[config.mk]
export PLATFORM = sky130hd
export DESIGN_NAME = config_load_power_state_ctrl
export DESIGN_NICKNAME = d
export VERILOG_FILES = /design/src/hdl/config_load_power_state_ctrl.v
export VERILOG_INCLUDE_DIRS = /design/src /design/src/shared
export SDC_FILE = /design/constraint.sdc
export NUM_CORES = 1
export LEC_CHECK = 0
export BUFFER_PORTS_ARGS = -buffer_cell sky130_fd_sc_hd__buf_2
export CAP_MARGIN = 20
export CORE_MARGIN = 3
export CORE_UTILIZATION = 54
export DETAILED_ROUTE_END_ITERATION = 10
export PLACE_DENSITY = 0.79
export SKIP_CTS_REPAIR_TIMING = 1
export SYNTH_ARGS = -nofsm -noshare
export SYNTH_HDL_FRONTEND = slang
export SYNTH_SLANG_ARGS = --single-unit
export TNS_END_PERCENT = 1
[constraint.sdc]
create_clock -name clk -period 3.1 [get_ports clk]
set_input_delay 0.155 -clock clk [delete_from_list [all_inputs] [get_ports clk]]
set_output_delay 0.155 -clock clk [all_outputs]
set_load 0.02 [all_outputs]
[src/shared/cfg_load_map.vh]
// Constants of the power-state and configuration-load controller.
// Assumes an including file that uses these as plain `define macros.
`ifndef CFG_LOAD_MAP_VH
`define CFG_LOAD_MAP_VH

// Register word addresses
`define REG_CTRL 2'h0
`define REG_STATUS 2'h1
`define REG_COUNT 2'h2

// Control register fields and reset value
`define CTRL_KEEP_RAM 0
`define CTRL_PIN_KEEP 1
`define CTRL_RAM_EN_LO 2
`define CTRL_RAM_EN_HI 3
`define CTRL_MODE_LO 4
`define CTRL_MODE_HI 5
`define CTRL_RESET 8'h00

// Status register fields
`define STAT_STATE_HI 2
`define STAT_VALID 3
`define STAT_OVERRUN 4

// Boot source encodings
`define MODE_OTP 2'h0
`define MODE_FLASH 2'h1
`define MODE_MCU 2'h2

// Serial pins inside the pin vector
`define PIN_SCLK 3
`define PIN_SEL 4
`define PIN_SIN 5
`define PIN_SOUT 6

// Timing
`define CLK_PERIOD_NS 10
`define SCLK_HALF_NS 40
`define SCLK_HALF_CYC (`SCLK_HALF_NS / `CLK_PERIOD_NS)
`define FLASH_READ_CMD 8'h0B

`endif

[src/hdl/config_load_power_state_ctrl.v]
// Power-state control and configuration loader of a small logic array.
// Assumes pins and power controls arrive asynchronous to clk; the one-time
// store read port is synchronous to clk with one cycle of read latency.
// Notes on behaviour
// RL1: Power-on reset holds reset, pins float.
// RL2: Reset/off drops config, gates power, clocks.
// RL3: Reset/off keeps block_ram only if keep set.
// RL4: Reset/off floats pins unless pin keep.
// RL5: Retention keeps config, gates power, clocks.
// RL6: Retention keeps block_ram only if enables zero.
// RL7: Retention pins keep driving last data.
// RL8: Both inputs high: configure, then fabric controls.
// RL9: Config memory loaded from store or serial.
// RL10: Pins 3 to 6 carry serial configuration.
// RL11: Flash mode drives serial clock out.
// RL12: Microcontroller supplies serial clock as input.
// RL13: Select pin input in flash, output otherwise.
// RL14: Data in on serial in, out serial out.
// RL15: Microcontroller mode flags config on serial out.
// RL16: Configuration pins released to user afterwards.
// RL17: User logic cannot reach loader.
// RL18: Power reset mid-load restarts loading from start.
//
// The address-and-strobe port and the register offsets were decided locally.
`include "cfg_load_map.vh"
`timescale 1ns/1ps
`default_nettype none

module config_load_power_state_ctrl #(
	parameter WORDS = 16,
	parameter AW = 4,
	parameter PINS = 19
) (
	input wire clk,
	input wire sys_rst,
	input wire powerOnReset,
	input wire arrayPowerReset_n,
	input wire retentionRequest_n,
	input wire [1:0] regAddr,
	input wire [7:0] regWdata,
	input wire regWrite,
	input wire regRead,
	output reg [7:0] regRdata,
	input wire [PINS-1:0] pinIn,
	output reg [PINS-1:0] pinOut,
	output reg [PINS-1:0] pinOe,
	input wire [PINS-1:0] userOut,
	input wire [PINS-1:0] userOe,
	output reg [AW-1:0] otpAddr,
	output wire otpEnable,
	input wire [7:0] otpData,
	output wire arrayPowerOn,
	output wire clockGenEnable,
	output wire oscEnable,
	output wire ramRetain,
	output wire configValid,
	output wire [8*WORDS-1:0] configImage
);

	localparam ST_OFF = 3'h0;
	localparam ST_RET = 3'h1;
	localparam ST_BOOT = 3'h2;
	localparam ST_OTP = 3'h3;
	localparam ST_FLASH = 3'h4;
	localparam ST_MCU = 3'h5;
	localparam ST_RUN = 3'h6;
	localparam integer HALF_I = `SCLK_HALF_CYC;
	localparam [7:0] HALF = HALF_I[7:0];

	// Three-stage synchronisers for every asynchronous input
	reg [2:0] porSync, arpSync, retSync, clkSync, selSync, sinSync;
	reg porLvl, arpLvl, retLvl, sclkLvl, selLvl, sinLvl;
	wire rst = sys_rst | porLvl;

	always @(posedge clk) begin
		porSync <= {porSync[1:0], powerOnReset};
		arpSync <= {arpSync[1:0], arrayPowerReset_n};
		retSync <= {retSync[1:0], retentionRequest_n};
		clkSync <= {clkSync[1:0], pinIn[`PIN_SCLK]};
		selSync <= {selSync[1:0], pinIn[`PIN_SEL]};
		sinSync <= {sinSync[1:0], pinIn[`PIN_SIN]};
	end

	reg sclkRise;
	always @(posedge clk) begin
		if (sys_rst) begin
			porLvl <= 1'b1;
		end else if (porSync[1] == porSync[2]) begin
			porLvl <= porSync[2];
		end
	end
	always @(posedge clk) begin
		if (rst) begin
			arpLvl <= 1'b0;
			retLvl <= 1'b0;
			sclkLvl <= 1'b0;
			selLvl <= 1'b1;
			sinLvl <= 1'b0;
			sclkRise <= 1'b0;
		end else begin
			if (arpSync[1] == arpSync[2])
				arpLvl <= arpSync[2];
			if (retSync[1] == retSync[2])
				retLvl <= retSync[2];
			if (selSync[1] == selSync[2])
				selLvl <= selSync[2];
			if (sinSync[1] == sinSync[2])
				sinLvl <= sinSync[2];
			sclkRise <= 1'b0;
			if (clkSync[1] == clkSync[2]) begin
				sclkRise <= clkSync[2] & ~sclkLvl;
				sclkLvl <= clkSync[2];
			end
		end
	end

	// Control register
	reg [7:0] ctrl;
	wire keepRam = ctrl[`CTRL_KEEP_RAM];
	wire pinKeep = ctrl[`CTRL_PIN_KEEP];
	wire ramEnAny = ctrl[`CTRL_RAM_EN_LO] | ctrl[`CTRL_RAM_EN_HI];
	wire [1:0] bootMode = ctrl[`CTRL_MODE_HI:`CTRL_MODE_LO];

	reg [2:0] state;
	reg valid;
	reg overrun;
	reg [AW:0] wordCnt;
	reg [7:0] mem [0:WORDS-1];

	// Two-entry buffer between the store and serial sources and config memory
	reg [7:0] buf0, buf1;
	reg [1:0] bufCnt;
	reg pushValid;
	reg [7:0] pushData;
	wire bufReady = (bufCnt != 2'h2);
	wire bufValid = (bufCnt != 2'h0);
	wire loading = (state == ST_OTP) | (state == ST_FLASH) | (state == ST_MCU);
	wire drainReady = loading & (wordCnt < WORDS);
	wire push = pushValid & bufReady;
	wire pop = bufValid & drainReady;

	always @(posedge clk) begin
		if (rst | ~loading) begin
			bufCnt <= 2'h0;
		end else begin
			if (pop)
				buf0 <= buf1;
			if (push & (bufCnt == 2'h0 || (bufCnt == 2'h1 && pop)))
				buf0 <= pushData;
			if (push & (bufCnt == 2'h1) & ~pop)
				buf1 <= pushData;
			if (push & (bufCnt == 2'h2 - 2'h0) & pop)
				buf1 <= pushData;
			bufCnt <= bufCnt + {1'b0, push} - {1'b0, pop};
		end
	end

	// Config memory writes; cleared by reset/off
	genvar gi;
	generate
		for (gi = 0; gi < WORDS; gi = gi + 1) begin : g_img
			assign configImage[8*gi+7:8*gi] = mem[gi];
			always @(posedge clk) begin
				// RL2: config dropped
				if (rst | (state == ST_OFF))
					mem[gi] <= 8'h00;
				// RL9: load config memory
				else if (pop && wordCnt == gi)
					mem[gi] <= buf0;
			end
		end
	endgenerate

	// One-time store reader
	reg otpPend;
	wire otpIssue = (state == ST_OTP) & ~otpPend & (bufCnt == 2'h0)
		& ({1'b0, otpAddr} < WORDS) & ~valid;

	// Flash master and microcontroller slave shifters
	reg [7:0] divCnt;
	reg sclkOut;
	reg cmdPhase;
	reg [2:0] bitCnt;
	reg [7:0] txShift, rxShift;
	wire tick = (divCnt == HALF - 8'h01);

	reg [2:0] next_state;
	always @* begin
		next_state = state;
		case (state)
			ST_OFF: begin
				if (arpLvl)
					next_state = retLvl ? ST_BOOT : ST_RET;
			end
			ST_RET: begin
				if (retLvl)
					next_state = valid ? ST_RUN : ST_BOOT;
			end
			ST_BOOT: begin
				if (bootMode == `MODE_FLASH)
					next_state = ST_FLASH;
				else if (bootMode == `MODE_MCU)
					next_state = ST_MCU;
				else
					next_state = ST_OTP;
			end
			ST_OTP, ST_FLASH, ST_MCU: begin
				if (wordCnt == WORDS)
					next_state = ST_RUN;
				else if (~retLvl)
					next_state = ST_RET;
			end
			ST_RUN: begin
				if (~retLvl)
					next_state = ST_RET;
			end
			default: next_state = ST_OFF;
		endcase
		// RL18: restart on power reset
		if (~arpLvl)
			next_state = ST_OFF;
	end

	always @(posedge clk) begin
		if (rst) begin
			state <= ST_OFF;
			valid <= 1'b0;
			wordCnt <= {(AW+1){1'b0}};
			overrun <= 1'b0;
			otpAddr <= {AW{1'b0}};
			otpPend <= 1'b0;
			pushValid <= 1'b0;
			pushData <= 8'h00;
			divCnt <= 8'h00;
			sclkOut <= 1'b0;
			cmdPhase <= 1'b1;
			bitCnt <= 3'h0;
			txShift <= `FLASH_READ_CMD;
			rxShift <= 8'h00;
		end else begin
			state <= next_state;
			if (push)
				pushValid <= 1'b0;
			if (pop)
				wordCnt <= wordCnt + {{AW{1'b0}}, 1'b1};
			if (next_state == ST_RUN && wordCnt == WORDS)
				valid <= 1'b1;
			if (state == ST_OFF) begin
				valid <= 1'b0;
				wordCnt <= {(AW+1){1'b0}};
				otpAddr <= {AW{1'b0}};
				otpPend <= 1'b0;
				pushValid <= 1'b0;
				divCnt <= 8'h00;
				sclkOut <= 1'b0;
				cmdPhase <= 1'b1;
				bitCnt <= 3'h0;
				txShift <= `FLASH_READ_CMD;
			end
			// Store data arrives one cycle after the address
			otpPend <= otpIssue;
			if (otpIssue)
				otpAddr <= otpAddr + {{(AW-1){1'b0}}, 1'b1};
			if (otpPend) begin
				pushValid <= 1'b1;
				pushData <= otpData;
			end
			// RL11: master clock by divider
			if (state == ST_FLASH && ~selLvl) begin
				divCnt <= tick ? 8'h00 : divCnt + 8'h01;
				if (tick & ~sclkOut) begin
					// Stalls the clock low while the buffer is full
					if (cmdPhase | ~pushValid)
						sclkOut <= 1'b1;
				end else if (tick & sclkOut) begin
					// Sampled late in the high phase: the synchronised
					// data line lags the pin by several cycles
					sclkOut <= 1'b0;
					txShift <= {txShift[6:0], 1'b0};
					rxShift <= {rxShift[6:0], sinLvl};
					bitCnt <= bitCnt + 3'h1;
					if (bitCnt == 3'h7) begin
						if (cmdPhase)
							cmdPhase <= 1'b0;
						else begin
							pushValid <= 1'b1;
							pushData <= {rxShift[6:0], sinLvl};
						end
					end
				end
			end
			// RL12: sample external clock
			if (state == ST_MCU && sclkRise) begin
				rxShift <= {rxShift[6:0], sinLvl};
				bitCnt <= bitCnt + 3'h1;
				if (bitCnt == 3'h7) begin
					// Slave cannot stall the master; a full buffer drops the waiting byte, the new one replaces it
					if (pushValid)
						overrun <= 1'b1;
					pushValid <= 1'b1;
					pushData <= {rxShift[6:0], sinLvl};
				end
			end
			if (regWrite && regAddr == `REG_STATUS && regWdata[`STAT_OVERRUN])
				overrun <= 1'b0;
			if (state == ST_MCU && sclkRise && bitCnt == 3'h7 && pushValid)
				overrun <= 1'b1;
		end
	end

	// Register port: control writes, state reads one cycle later
	always @(posedge clk) begin
		if (rst) begin
			ctrl <= `CTRL_RESET;
			regRdata <= 8'h00;
		end else begin
			if (regWrite && regAddr == `REG_CTRL)
				ctrl <= regWdata;
			regRdata <= 8'h00;
			if (regRead) begin
				case (regAddr)
					`REG_CTRL: regRdata <= ctrl;
					`REG_STATUS: regRdata <= {3'h0, overrun, valid, state};
					`REG_COUNT: regRdata <= {{(7-AW){1'b0}}, wordCnt};
					default: regRdata <= 8'h00;
				endcase
			end
		end
	end

	// Power and clock enables
	// RL5: power gated in retention
	assign arrayPowerOn = (state != ST_OFF) & (state != ST_RET);
	// RL2: clocks and store off
	assign clockGenEnable = (state == ST_RUN);
	assign oscEnable = arrayPowerOn;
	assign otpEnable = (state == ST_OTP);
	// RL3: keep bit for reset
	// RL6: retention needs enables clear
	assign ramRetain = (state == ST_OFF) ? keepRam :
		(state == ST_RET) ? ~ramEnAny : 1'b1;
	assign configValid = valid;

	// Pin control, held copy kept for retention and pin keep
	reg [PINS-1:0] heldOut, heldOe;
	wire serialMode = (state == ST_FLASH) | (state == ST_MCU);
	always @(posedge clk) begin
		if (rst) begin
			heldOut <= {PINS{1'b0}};
			heldOe <= {PINS{1'b0}};
		end else if (state == ST_RUN) begin
			heldOut <= userOut;
			heldOe <= userOe;
		end else if (state == ST_OFF && ~pinKeep) begin
			heldOut <= {PINS{1'b0}};
			heldOe <= {PINS{1'b0}};
		end
	end

	always @(posedge clk) begin
		if (rst) begin
			// RL1: pins float in reset
			pinOut <= {PINS{1'b0}};
			pinOe <= {PINS{1'b0}};
		end else begin
			pinOut <= {PINS{1'b0}};
			pinOe <= {PINS{1'b0}};
			case (state)
				// RL16: user owns pins
				// RL8: fabric controls pins
				ST_RUN: begin
					pinOut <= userOut;
					pinOe <= userOe;
				end
				// RL7: retention drives last data
				ST_RET: begin
					pinOut <= heldOut;
					pinOe <= heldOe;
				end
				// RL4: float unless kept
				ST_OFF: begin
					pinOut <= pinKeep ? heldOut : {PINS{1'b0}};
					pinOe <= pinKeep ? heldOe : {PINS{1'b0}};
				end
				default: begin
					// RL17: user drive masked
					// RL10: serial pins used
					if (state == ST_FLASH) begin
						// RL14: command out on serial out
						pinOut[`PIN_SCLK] <= sclkOut;
						pinOe[`PIN_SCLK] <= 1'b1;
						pinOut[`PIN_SOUT] <= txShift[7];
						pinOe[`PIN_SOUT] <= 1'b1;
					end else if (state == ST_MCU) begin
						// RL13: select is an output
						pinOut[`PIN_SEL] <= 1'b0;
						pinOe[`PIN_SEL] <= 1'b1;
						// RL15: config flag on serial out
						pinOut[`PIN_SOUT] <= (wordCnt == WORDS);
						pinOe[`PIN_SOUT] <= serialMode;
					end
				end
			endcase
		end
	end

endmodule

`default_nettype wire

==> results summary, run 1 <==
The area overhead of the layout relative to synthesis is 25.1%. The initial antenna violation count was 0. The number of buffers on the longest clock path is 3.

In this run the number of H-tree levels came out at 1. The ratio of final minimum period to clock period came out at 0.782. The placeable core region came out at about 0.022 sq mm. The cell-internal power is around 6400 uW. The leakage dissipation came out at 0.00645 uW. The area of the multi-input gates came out at around 0.0041 sq mm. The final non-filler cell total came out at 1688. The later-pin clock latency in the skew report came out at between 500 and 600 ps. The sequential cells in the finished layout cover a total of just under 0.008 sq mm. 266 I/O pins were placed. After synthesis the netlist holds a flip-flop and latch count of roughly 320. The final number of hold-violating endpoints is 0. The die width came out at 156 um.

The count of maximum capacitance violations is 0. The clock-pin slew of the registers on the worst-case setup and hold paths came out at 60 ps. The filler cell count is about 1500. The first TritonRoute pass finished after 5 iterations. The share of total power in the clock network came out at 0.439. The largest net degree at the start of global routing is between 50 and 60. For this run, the leading register cell type out of synthesis is sky130_fd_sc_hd__dfxtp_1. Setup repair after global routing left no endpoint under its margin. The relative slew slack came out at 0.297. Among all cell types in the netlist, the one instantiated most often is sky130_fd_sc_hd__dfxtp_1. Detailed placement ended at an HPWL of between 15000 and 20000 um. The residual overflow from global routing is 0. In this run the power spent charging and discharging nets is approximately 1600 uW. The cell area that synthesis handed to floorplanning was between 0.01 and 0.015 sq mm.

For this run, design rule violations remaining after detail routing come to 0. The final weighted congestion in routability-driven placement came out at about 0.88. The net count after synthesis came out at ~1200. Adding up every negative setup slack in the final design gives 0 ps. The standard-cell row count came out at 54. The setup slack after layout came out at a little under 700 ps.

The fraction of final layout cells sized beyond drive strength 1 is 0.264. The remaining antenna violation count after routing is 0. STA classifies the critical path endpoint as a register.

After synthesis, the netlist uses 64 different library cells. The routed wire length came out at 29900 um. The number of global-route vias before repair came out at between 8000 and 9000. The switching part of the total power came out at 0.201. The register area share after synthesis is 0.634. The count of mapped cells out of synthesis came out at between 1000 and 1500. The final setup skew is slightly below 20 ps. The slew at the pin closest to its max-slew limit is ~1000 ps. The top cell type's share of synthesized area is 0.354.

The count of final setup violators is 0. Derived from the worst setup path, the maximum achievable clock frequency is around 410 MHz. The floorplan die height came out at between 150 and 200 um. Ranked by total cell area, the synthesized netlist is headed by sky130_fd_sc_hd__edfxtp_1, sky130_fd_sc_hd__dfxtp_1, sky130_fd_sc_hd__and2_1. The maximum fanout along the worst path came out at 19. The run finished with clean final reports. The commonest cells after synthesis are sky130_fd_sc_hd__dfxtp_1, sky130_fd_sc_hd__nand2_1, sky130_fd_sc_hd__edfxtp_1. The proportion of power drawn by combinational gates is 0.020. The instance count after placement with tap cells included is roughly 1600. The violation count after the first detailed-routing iteration came out at 681. The count of buffers inserted at the top-level ports is 249. In the routed layout, each cell is associated on average with a via count of 5.45. The sequential share of power is 0.541. sky130_fd_sc_hd__edfxtp_1 takes more of the synthesized area than any other cell. The yosys synthesis warning count is 0. The post-detailed-route wirelength per cell is between 15 and 20 um. The initial utilization of the core area, before any placement, comes to 0.555. The first global-routing pass estimated between 40000 and 50000 um of wire. The post-placement worst setup slack came out at roughly 670 ps. TritonCTS created 30 clock buffers. The signal arrival time at the worst endpoint is ~2900 ps. Across every metal layer, demand over resource in global routing totals 0.224. The number of synthesized flops with an enable pin came out at about 140.

In this run the power density over the cells is ~520 mW/mm^2. The kind of critical path is register to register. In this run the clock root is driven by a sky130_fd_sc_hd__clkbuf_16. The shortest period the worst path allows is 2420 ps. The mean instance size in the synthesized netlist came out at about 11 sq um.

The CTS tree is done. On the final layout, the worst hold slack is approximately 8 ps. The number of max-slew violations in the final report came out at 0. Of all flip-flops after synthesis, the portion carrying an async set or reset was 0.

Counting every sink on the clock net gives between 300 and 400. For this block, the via count after detailed routing is 9193. After the last flow step, the layout net total stands at about 1500. The path category of the worst min-delay check is input pin to register. The required arrival time at the worst endpoint is 3560 ps. The worst voltage drop across the vdd grid came out at ~0.44 mV. The total die area came out at around 0.024 sq mm. The worst setup path is launched from a register.
-- cell families (layout without fill, tap and decap cells) --
kind of cell,count (synthesis),in the layout,share of synthesized area
AO/OA/AOI/OAI,188,188,0.0921
XOR/XNOR,6,6,0.00430
adder cells (fa/ha/maj),12,12,0.0123
buffers and inverters,81,414,0.0290
flip-flops,315,315,0.634
multiplexers,39,39,0.0329
other,0,2,0
AND/OR/NAND/NOR,432,432,0.196
-- state kept, by name, indices dropped and copies added, names as in the netlist, 4 cells and up --
signal and count:
buf0 8, buf1 8, ctrl 8, divCnt 8, heldOe 19, heldOut 19, mem 128, otpAddr 4
pinOe 19, pinOut 19, pushData 8, regRdata 8, rxShift 7, txShift 8, wordCnt 5
-- layer usage --
metal | GRT usage | part of all wire | up-vias
met5 | 0 | 0 | -
met1 | 0.300 | 0.41 | 4349
met3 | 0.0382 | 0.069 | 77
met2 | 0.379 | 0.50 | 395
li1 | - | - | 4372
met4 | 0.0629 | 0.027 | 0
-- power groups by stage --
stage               registers [uW]  logic [uW]  clock network [uW]
finish                        4330         160                3510
global route                  4330         172                3740
CTS                           4330         102                3560
detailed placement            4420         101                   0
global placement              4420         100                   0
floorplan                     4420        43.6                   0
-- path summary, 6_finish.rpt --
check	endpoint	start	slack (ps)	cells past startpoint
max	divCnt[7]	state[1]	680	5
min	pushData[0]	otpData[0]	8	4
max reg2reg	divCnt[7]	state[1]	680	5
min reg2reg	sinSync[1]	sinSync[0]	330	0
-- per-stage QoR --
step / util / instance area, sq um / power [uW]
2_1_floorplan: - / 12200 / 4460
3_3_place_gp: 0.624 / 13800 / 4520
3_5_place_dp: 0.625 / 13800 / 4520
4_1_cts: 0.668 / 14700 / 7990
5_1_grt: 0.694 / 15300 / 8240
6_report: 0.694 / 15300 / 8000
-- placed cells by master, fill, tap and decap left out, drive strengths merged, types with 3 or more instances in the layout --
| cell type | count |
|---|---|
| a211oi | 3 |
| a21oi | 102 |
| a22oi | 7 |
| a311oi | 4 |
| a32o | 3 |
| and2 | 125 |
| and3 | 10 |
| buf | 287 |
| clkbuf | 47 |
| clkinv | 6 |
| dfxtp | 171 |
| dlygate4sd3 | 53 |
| edfxtp | 144 |
| ha | 12 |
| inv | 19 |
| mux2 | 9 |
| mux2i | 30 |
| nand2 | 146 |
| nand2b | 14 |
| nand3 | 23 |
| nor2 | 62 |
| nor2b | 5 |
| nor3 | 9 |
| nor4 | 16 |
| nor4b | 3 |
| o211ai | 10 |
| o21ai | 25 |
| o21bai | 3 |
| o31ai | 15 |
| or2 | 4 |
| or3 | 3 |
| xnor2 | 5 |
-- critical path, stage by stage, from the launching register on --
cell and delay (ps):
sky130_fd_sc_hd__dfxtp_1 360, sky130_fd_sc_hd__buf_4 220, sky130_fd_sc_hd__nor4b_4 520, sky130_fd_sc_hd__a21boi_1 690, sky130_fd_sc_hd__o21ai_0 220, sky130_fd_sc_hd__a311oi_1 320
-- layout make-up --
cell class	instances	share of cell area
diodes	2	0.000327
clock buffers	47	0.0586
clock inverters	8	0.00376
inverters	19	0.00466
multi-input cells	677	0.270
flip-flops and latches	315	0.507
well taps	280	0.0229
repair buffers	340	0.133
(Power assumes the default switching activity.)
==> run 2: changes to the inputs <==
CORE_UTILIZATION = 49   (was 54)
PLACE_DENSITY = 0.76   (was 0.79)
clock period = 2 ns   (was 3.1 ns; I/O delays follow)
==> run 2 against run 1 <==
  * Final area increased by 4.0%
  * Worst setup slack got worse by 680 ps
  * Clock power increased by 60%
  * Hold slack got worse by 48 ps
  * Largest power group unchanged
  * The run now ends with negative hold slack, negative setup slack left
  * Largest cell class unchanged
==> results summary, run 2 (synthesis results as in run 1) <==
The later-pin clock latency in the skew report is 560 ps (about the same). The total via count in the routed design is 9196 (was 9193). The number of flip-flops in the largest register is 128 (unchanged). The signal arrival time at the worst endpoint came out at 1900 ps (was 2880 ps). The final number of hold-violating endpoints is 4 (was 0).

The routed wire length is 29200 um (was 29900 um). The largest net degree at the start of global routing is 43 (was 54). The via density per instance is 5.24 (was 5.45). The power per standard cell area is 792 mW/mm^2 (was 523 mW/mm^2). The residual overflow from global routing is 0 (unchanged).

The number of top-level pins came to 266 (unchanged). The placeable core region came to 0.0244 sq mm (was 0.0220 sq mm). The required arrival time at the worst endpoint came out at 1900 ps (was 3560 ps). The family of cells with the greatest summed delay on the critical path is buffers and inverters (was compound AO/OA/AOI/OAI gates).

The detailed placer's ending HPWL was 19500 um (was 19300 um). The die width is 164 um (was 156 um). The worst stage delay on the critical path is 390 ps (was 690 ps). The total die area is 0.0269 sq mm (was 0.0245 sq mm). The count of final setup violators came to 1 (was 0).

The number of max-slew violations in the final report was 0 (unchanged). The count of buffers inserted at the top-level ports is 249 (unchanged). The kind of critical path is register to output port (was register to register). The number of nets in the final layout is 1505 (was 1477). The residual DRC count is 0 (unchanged).

The final weighted congestion in routability-driven placement is 0.829 (was 0.880). The relative slew slack came out at 0.475 (was 0.297). Cells along the critical path: buf_4 -> nand2_1 -> nor2_2 -> buf_12 -> buf_2 (was buf_4 -> nor4b_4 -> a21boi_1 -> o21ai_0 -> a311oi_1). The path category of the worst min-delay check is input pin to register (unchanged). Result of the run: finished with violations (was completed). The shortest period the worst path allows is ~2000 ps. The area overhead of the layout relative to synthesis is 30.1% (was 25.1%). The fraction of final layout cells sized beyond drive strength 1 was 0.288 (was 0.264).

For this run, the top clock speed supported by timing is 500 MHz. The leading cell type in the layout, fill and taps excluded is sky130_fd_sc_hd__buf_2 (unchanged). The slew at the pin closest to its max-slew limit was 787 ps (was 1050 ps). The number of buffers on the longest clock path came out at 3 (unchanged).

The startpoint type of the worst setup path is a register (unchanged). The accumulated negative setup slack came to -1.81 ps (was 0 ps). The CTS sink count came to 315 (unchanged).

The type of destination of the critical path is an output port (was register). The number of global-route vias before repair is 8497 (was 8554). The effective utilization at floorplan came out at 0.501 (was 0.555). The leakage dissipation came to 0.00674 uW (was 0.00645 uW). The cell type of the slowest stage on the worst timing path is sky130_fd_sc_hd__dfxtp_2 (was sky130_fd_sc_hd__a21boi_1).

The final reports fail on negative hold slack, negative setup slack. The CTS tree was done (unchanged). The setup slack after layout came out at -1.81 ps (was 675 ps). The maximum fanout along the worst path came out at 39 (was 19). The H-tree level count is 1 (unchanged). The remaining antenna violation count after routing was 0 (unchanged). The largest register by flop count was mem (unchanged). The violation count after the first detailed-routing iteration came out at 752 (was 681). The final non-filler cell total is 1756 (was 1688).

The standard-cell row count came to 57 (was 54). The global routing usage summed across all routing layers is 0.204 (was 0.224). The worst path buffer plus inverter count was 3 (was 1). Of the available clock period, the critical path in the final layout requires 1.00. The global-route wire length before repair came to 43900 um (was 44400 um). The CTS buffer count is 31 (was 30). The final cell utilization of the core is 0.652 (was 0.694). The instance count after placement with tap cells included came to 1644 (was 1570).

The final setup skew came out at 12.6 ps (was 19.6 ps). The count of maximum capacitance violations is 0 (unchanged). RSZ-0062 raised after global routing: yes (was no). The worst voltage drop across the vdd grid is 0.709 mV (was 0.435 mV). The cell chosen for the clock root is sky130_fd_sc_hd__clkbuf_16 (unchanged).

The floorplan die height is 164 um (was 156 um). The tightest hold margin came out at -39.6 ps (was 8.14 ps). The clock-pin slew of the registers on the worst-case setup and hold paths came out at 60 ps (about the same).

The post-placement worst setup slack came out at -16.6 ps (was 670 ps). The initial antenna violation count is 1 (was 0). Top library cells by usage in the layout, fill and taps aside: sky130_fd_sc_hd__buf_2, sky130_fd_sc_hd__dfxtp_1, sky130_fd_sc_hd__nand2_1 (unchanged). The first-pass iteration count of the detailed router is 5 (unchanged). The post-detailed-route wirelength per cell is 16.6 um (was 17.7 um).
run 2: per-stage QoR:
step                area (sq um)  total power, uW
CTS                        15300            12600
detailed placement         14300             7010
finish                     15900            12600
floorplan                  12400             6920
global placement           14300             7010
global route               15900            13000
run 2: final timing paths:
kind,startpoint,slack [ps],end,cells past startpoint
hold / removal,otpData[3],-40,pushData[3],4
hold reg to reg,retSync[0],330,retSync[1],0
setup reg to reg,bufCnt[1],50,bufCnt[1],9
setup / recovery,state[2],-2,clockGenEnable,5
run 2: layout make-up:
cell class                 count  area [sq um]
timing repair buffer         367          2360
clock inverter                15           136
fill                        1853          8480
antenna                        1          2.50
inverter                      19          71.3
tap                          324           405
sequential                   315          7750
multi-input combinational    677          4320
clock buffer                  38           853
run 2: power by group:
part / internal (uW) / switching (uW)
Combinational: 146 / 109
Clock: 3270 / 2360
Sequential: 6700 / 12.7
Total: 10100 / 2480
run 2: worst register-to-register path, stage by stage (launching register included):
cell                       delay (ps)
sky130_fd_sc_hd__dfxtp_1          360
sky130_fd_sc_hd__o21bai_2         240
sky130_fd_sc_hd__a21o_4           280
sky130_fd_sc_hd__inv_1            110
sky130_fd_sc_hd__ha_1             280
sky130_fd_sc_hd__inv_1             30
sky130_fd_sc_hd__ha_1             180
sky130_fd_sc_hd__xnor2_1          170
sky130_fd_sc_hd__xnor2_1          140
sky130_fd_sc_hd__nor2_1            60
run 2: routing by layer:
layer / up-vias / track usage / part of all wire
met1: 4344 / 0.273 / 0.41
met3: 56 / 0.0381 / 0.070
met4: 0 / 0.0623 / 0.027
li1: 4422 / - / -
met5: - / 0 / 0
met2: 374 / 0.338 / 0.49
==> run 3: changes to the inputs <==
ABC_AREA = 1   (was unset)
CORE_MARGIN = unset   (was 3)
CORE_UTILIZATION = 48   (was 49)
PLACE_DENSITY = 0.75   (was 0.76)
==> run 3 against run 2 <==
  * The run ends with negative hold slack left
  * Non-clock buffer count down 11
  * Clock-buffer cell count grew 1
  * Via count is 2.7% higher
  * Critical path depth grew 3
  * Sequential cell count unchanged
  * Final cell count rose by 6.5%
  * Hold slack got worse by 11 ps
  * Largest power group unchanged
==> results summary, run 3 <==
The placeable core region is 0.0237 sq mm (was 0.0244 sq mm). The CTS sink count came out at 315 (unchanged). The tightest hold margin came out at -50.6 ps (was -39.6 ps). The number of top-level pins is 266 (unchanged). The kind of critical path is register to output port (unchanged). The accumulated negative setup slack is 0 ps (was -1.81 ps). The worst voltage drop across the vdd grid came out at 0.813 mV (was 0.709 mV). The cell chosen for the clock root is sky130_fd_sc_hd__clkbuf_16 (unchanged). The final cell utilization of the core is 0.643 (was 0.652). The power per standard cell area came out at 844 mW/mm^2 (was 792 mW/mm^2). The final number of hold-violating endpoints came out at 2 (was 4). The count of mapped cells out of synthesis came out at 1182 (was 1073). The standard-cell row count is 56 (was 57).

The detailed placer's ending HPWL was 19200 um (was 19500 um). The global routing usage summed across all routing layers is 0.217 (was 0.204). The global-route wire length before repair is 42400 um (was 43900 um).

The mean instance size in the synthesized netlist is 9.88 sq um (was 11.4 sq um). The count of final setup violators is 0 (was 1). The effective utilization at floorplan is 0.493 (was 0.501). The leading cell type in the layout, fill and taps excluded is sky130_fd_sc_hd__nand2_1 (was sky130_fd_sc_hd__buf_2). The setup slack after layout is 50.9 ps (was -1.81 ps). The later-pin clock latency in the skew report is 550 ps (was 560 ps). The top cell type's share of synthesized area came out at 0.370 (was 0.354). The first-pass iteration count of the detailed router is 5 (unchanged). The shortest period the worst path allows came out at 1950 ps (was 2000 ps). The residual DRC count is 0 (unchanged).

The routed wire length came to 29200 um (about the same). The clock-pin slew of the registers on the worst-case setup and hold paths was 60 ps (about the same). The number of register bits inferred by synthesis is 315 (unchanged). The yosys synthesis warning count is 0 (unchanged). The largest register by flop count is mem (unchanged).

The relative slew slack was 0.557 (was 0.475). The share of synthesized flip-flops with an asynchronous set or reset came to 0 (unchanged). The cell area after synthesis came to 0.0117 sq mm (was 0.0122 sq mm). The number of global-route vias before repair is 8355 (was 8497). The area overhead of the layout relative to synthesis came out at 30.4% (was 30.1%). The signal arrival time at the worst endpoint is 1850 ps (was 1900 ps).

The net count after synthesis came out at 1276 (was 1167). The count of maximum capacitance violations came out at 0 (unchanged). The filler cell count came out at 1874 (was 1853).

The remaining antenna violation count after routing is 0 (unchanged). The number of synthesized flops with an enable pin came out at 144 (unchanged). The register area share after synthesis is 0.664 (was 0.634). The sequential standard cell area came out at 0.00775 sq mm (about the same). The fraction of final layout cells sized beyond drive strength 1 came out at 0.245 (was 0.288).

The number of flip-flops in the largest register is 128 (unchanged). The ratio of final minimum period to clock period came to 0.975 (was 1.00). The total die area is 0.0249 sq mm (was 0.0269 sq mm). The floorplan die height came out at 158 um (was 164 um). The violation count after the first detailed-routing iteration was 708 (was 752). The commonest register cell after synthesis is sky130_fd_sc_hd__dfxtp_1 (unchanged). The post-placement worst setup slack came out at 124 ps (was -16.6 ps). The total via count in the routed design is 9440 (was 9196). The largest net degree at the start of global routing was 46 (was 43). The final weighted congestion in routability-driven placement was 0.848 (was 0.829). The startpoint type of the worst setup path is a register (unchanged).

The area of the multi-input gates is 0.00347 sq mm (was 0.00432 sq mm). The number of buffers on the longest clock path is 3 (unchanged). Result of the run: finished with violations (unchanged). Top library cells by usage in the layout, fill and taps aside: sky130_fd_sc_hd__nand2_1, sky130_fd_sc_hd__buf_2, sky130_fd_sc_hd__nor2_1 (was sky130_fd_sc_hd__buf_2, sky130_fd_sc_hd__dfxtp_1, sky130_fd_sc_hd__nand2_1). The CTS tree is done (unchanged). The post-synthesis cell type with the largest combined area was sky130_fd_sc_hd__edfxtp_1 (unchanged).

The most frequent cell after synthesis is sky130_fd_sc_hd__nand2_1 (was sky130_fd_sc_hd__dfxtp_1). The H-tree level count came out at 1 (unchanged). The residual overflow from global routing is 0 (unchanged). The leakage dissipation came out at 0.00681 uW (was 0.00674 uW).

The path category of the worst min-delay check is input pin to register (unchanged). The post-detailed-route wirelength per cell came out at 15.6 um (was 16.6 um). The required arrival time at the worst endpoint came out at 1900 ps (about the same).

The slew at the pin closest to its max-slew limit is 664 ps (was 787 ps). The final setup skew came out at 8.42 ps (was 12.6 ps). The count of inserted antenna diode cells is 0 (was 1). The die width was 158 um (was 164 um).

The via density per instance is 5.05 (was 5.24). The maximum achievable frequency came out at 513 MHz (was 500 MHz). The number of nets in the final layout came out at 1622 (was 1505). The post-synthesis cell type count is 39 (was 64). The number of max-slew violations in the final report is 0 (unchanged). The type of destination of the critical path is an output port (unchanged). Synth top cells by count: sky130_fd_sc_hd__nand2_1, sky130_fd_sc_hd__nor2_1, sky130_fd_sc_hd__dfxtp_1 (was sky130_fd_sc_hd__dfxtp_1, sky130_fd_sc_hd__nand2_1, sky130_fd_sc_hd__edfxtp_1). The count of buffers inserted at the top-level ports came to 249 (unchanged). Synth top area cells: sky130_fd_sc_hd__edfxtp_1, sky130_fd_sc_hd__dfxtp_1, sky130_fd_sc_hd__nand2_1 (was sky130_fd_sc_hd__edfxtp_1, sky130_fd_sc_hd__dfxtp_1, sky130_fd_sc_hd__and2_1). The maximum fanout along the worst path came out at 6 (was 39). The CTS buffer count is 31 (unchanged). Violated checks: negative hold slack (was negative hold slack, negative setup slack). RSZ-0062 raised after global routing: yes (unchanged). The initial antenna violation count came to 0 (was 1).
-- run 3: cell types whose count changed after synthesis, sizes merged, moves of 11 or more --
cell    previous run  this run
and2             125         0
mux2i             30         8
buf               28        17
nor2              62       225
nand2b            14         0
o31ai             15         0
nand2            146       253
nand3             23        65
inv               18        77
o21ai             25        45
nor4              16         1
-- run 3: area by class of cell --
| class | count | area share |
|---|---|---|
| clock buffer | 39 | 0.0549 |
| inverter | 78 | 0.0194 |
| sequential | 315 | 0.509 |
| clock inverter | 18 | 0.0131 |
| multi-input combinational | 746 | 0.228 |
| timing repair buffer | 356 | 0.150 |
| tap | 319 | 0.0262 |
-- run 3: final timing paths --
check,startpoint,end,slack [ps],cells after the start
hold / removal,otpData[2],pushData[2],-50,5
setup / recovery,state[1],ramRetain,50,8
setup reg to reg,state[2],bufCnt[1],150,10
hold reg to reg,arpSync[0],arpSync[1],330,0
-- run 3: cells by family (layout without fill, tap and decap cells) --
group,after synthesis,in the layout,share of synthesized area
XOR/XNOR,3,3,0.00225
adder cells (fa/ha/maj),13,13,0.0137
multiplexers,8,8,0.00686
flip-flops,315,315,0.664
buffers and inverters,121,491,0.0411
AND/OR/NAND/NOR,558,558,0.200
AO/OA/AOI/OAI,164,164,0.0720
-- run 3: worst max-delay path: stages (launching register included) --
cell                       delay, ps
sky130_fd_sc_hd__dfxtp_2         330
sky130_fd_sc_hd__buf_4           150
sky130_fd_sc_hd__nor2_4          140
sky130_fd_sc_hd__nand2_1          90
sky130_fd_sc_hd__inv_2            80
sky130_fd_sc_hd__buf_4           160
sky130_fd_sc_hd__nand2_1          80
sky130_fd_sc_hd__o311ai_2         80
sky130_fd_sc_hd__buf_4           200
-- run 3: per-layer routing --
| metal | track usage | part of all wire | wire (um) |
|---|---|---|---|
| met1 | 0.276 | 0.41 | 12100 |
| met2 | 0.379 | 0.49 | 14400 |
| met3 | 0.0328 | 0.066 | 1930 |
| met4 | 0.0659 | 0.028 | 815 |
| met5 | 0 | 0 | 0 |
-- run 3: through the flow --
| stage | instances | hold WS (ps) | cell area (sq um) | total power (uW) |
|---|---|---|---|---|
| floorplan | 1182 | 128 | 11700 | 6900 |
| global placement | 1751 | 204 | 13500 | 6990 |
| detailed placement | 1751 | 204 | 13500 | 6990 |
| CTS | 1808 | -372 | 14600 | 12800 |
| global route | 1871 | 5.19 | 15200 | 13200 |
| finish | 1871 | -50.6 | 15200 | 12800 |
-- run 3: report_power, final --
group | switching (uW) | leakage [uW] | internal, uW | total [uW]
clock | 2420 | 0.000512 | 3470 | 5890
combinational | 101 | 0.00319 | 143 | 244
sequential | 11.2 | 0.00311 | 6700 | 6710
total | 2540 | 0.00681 | 10300 | 12800
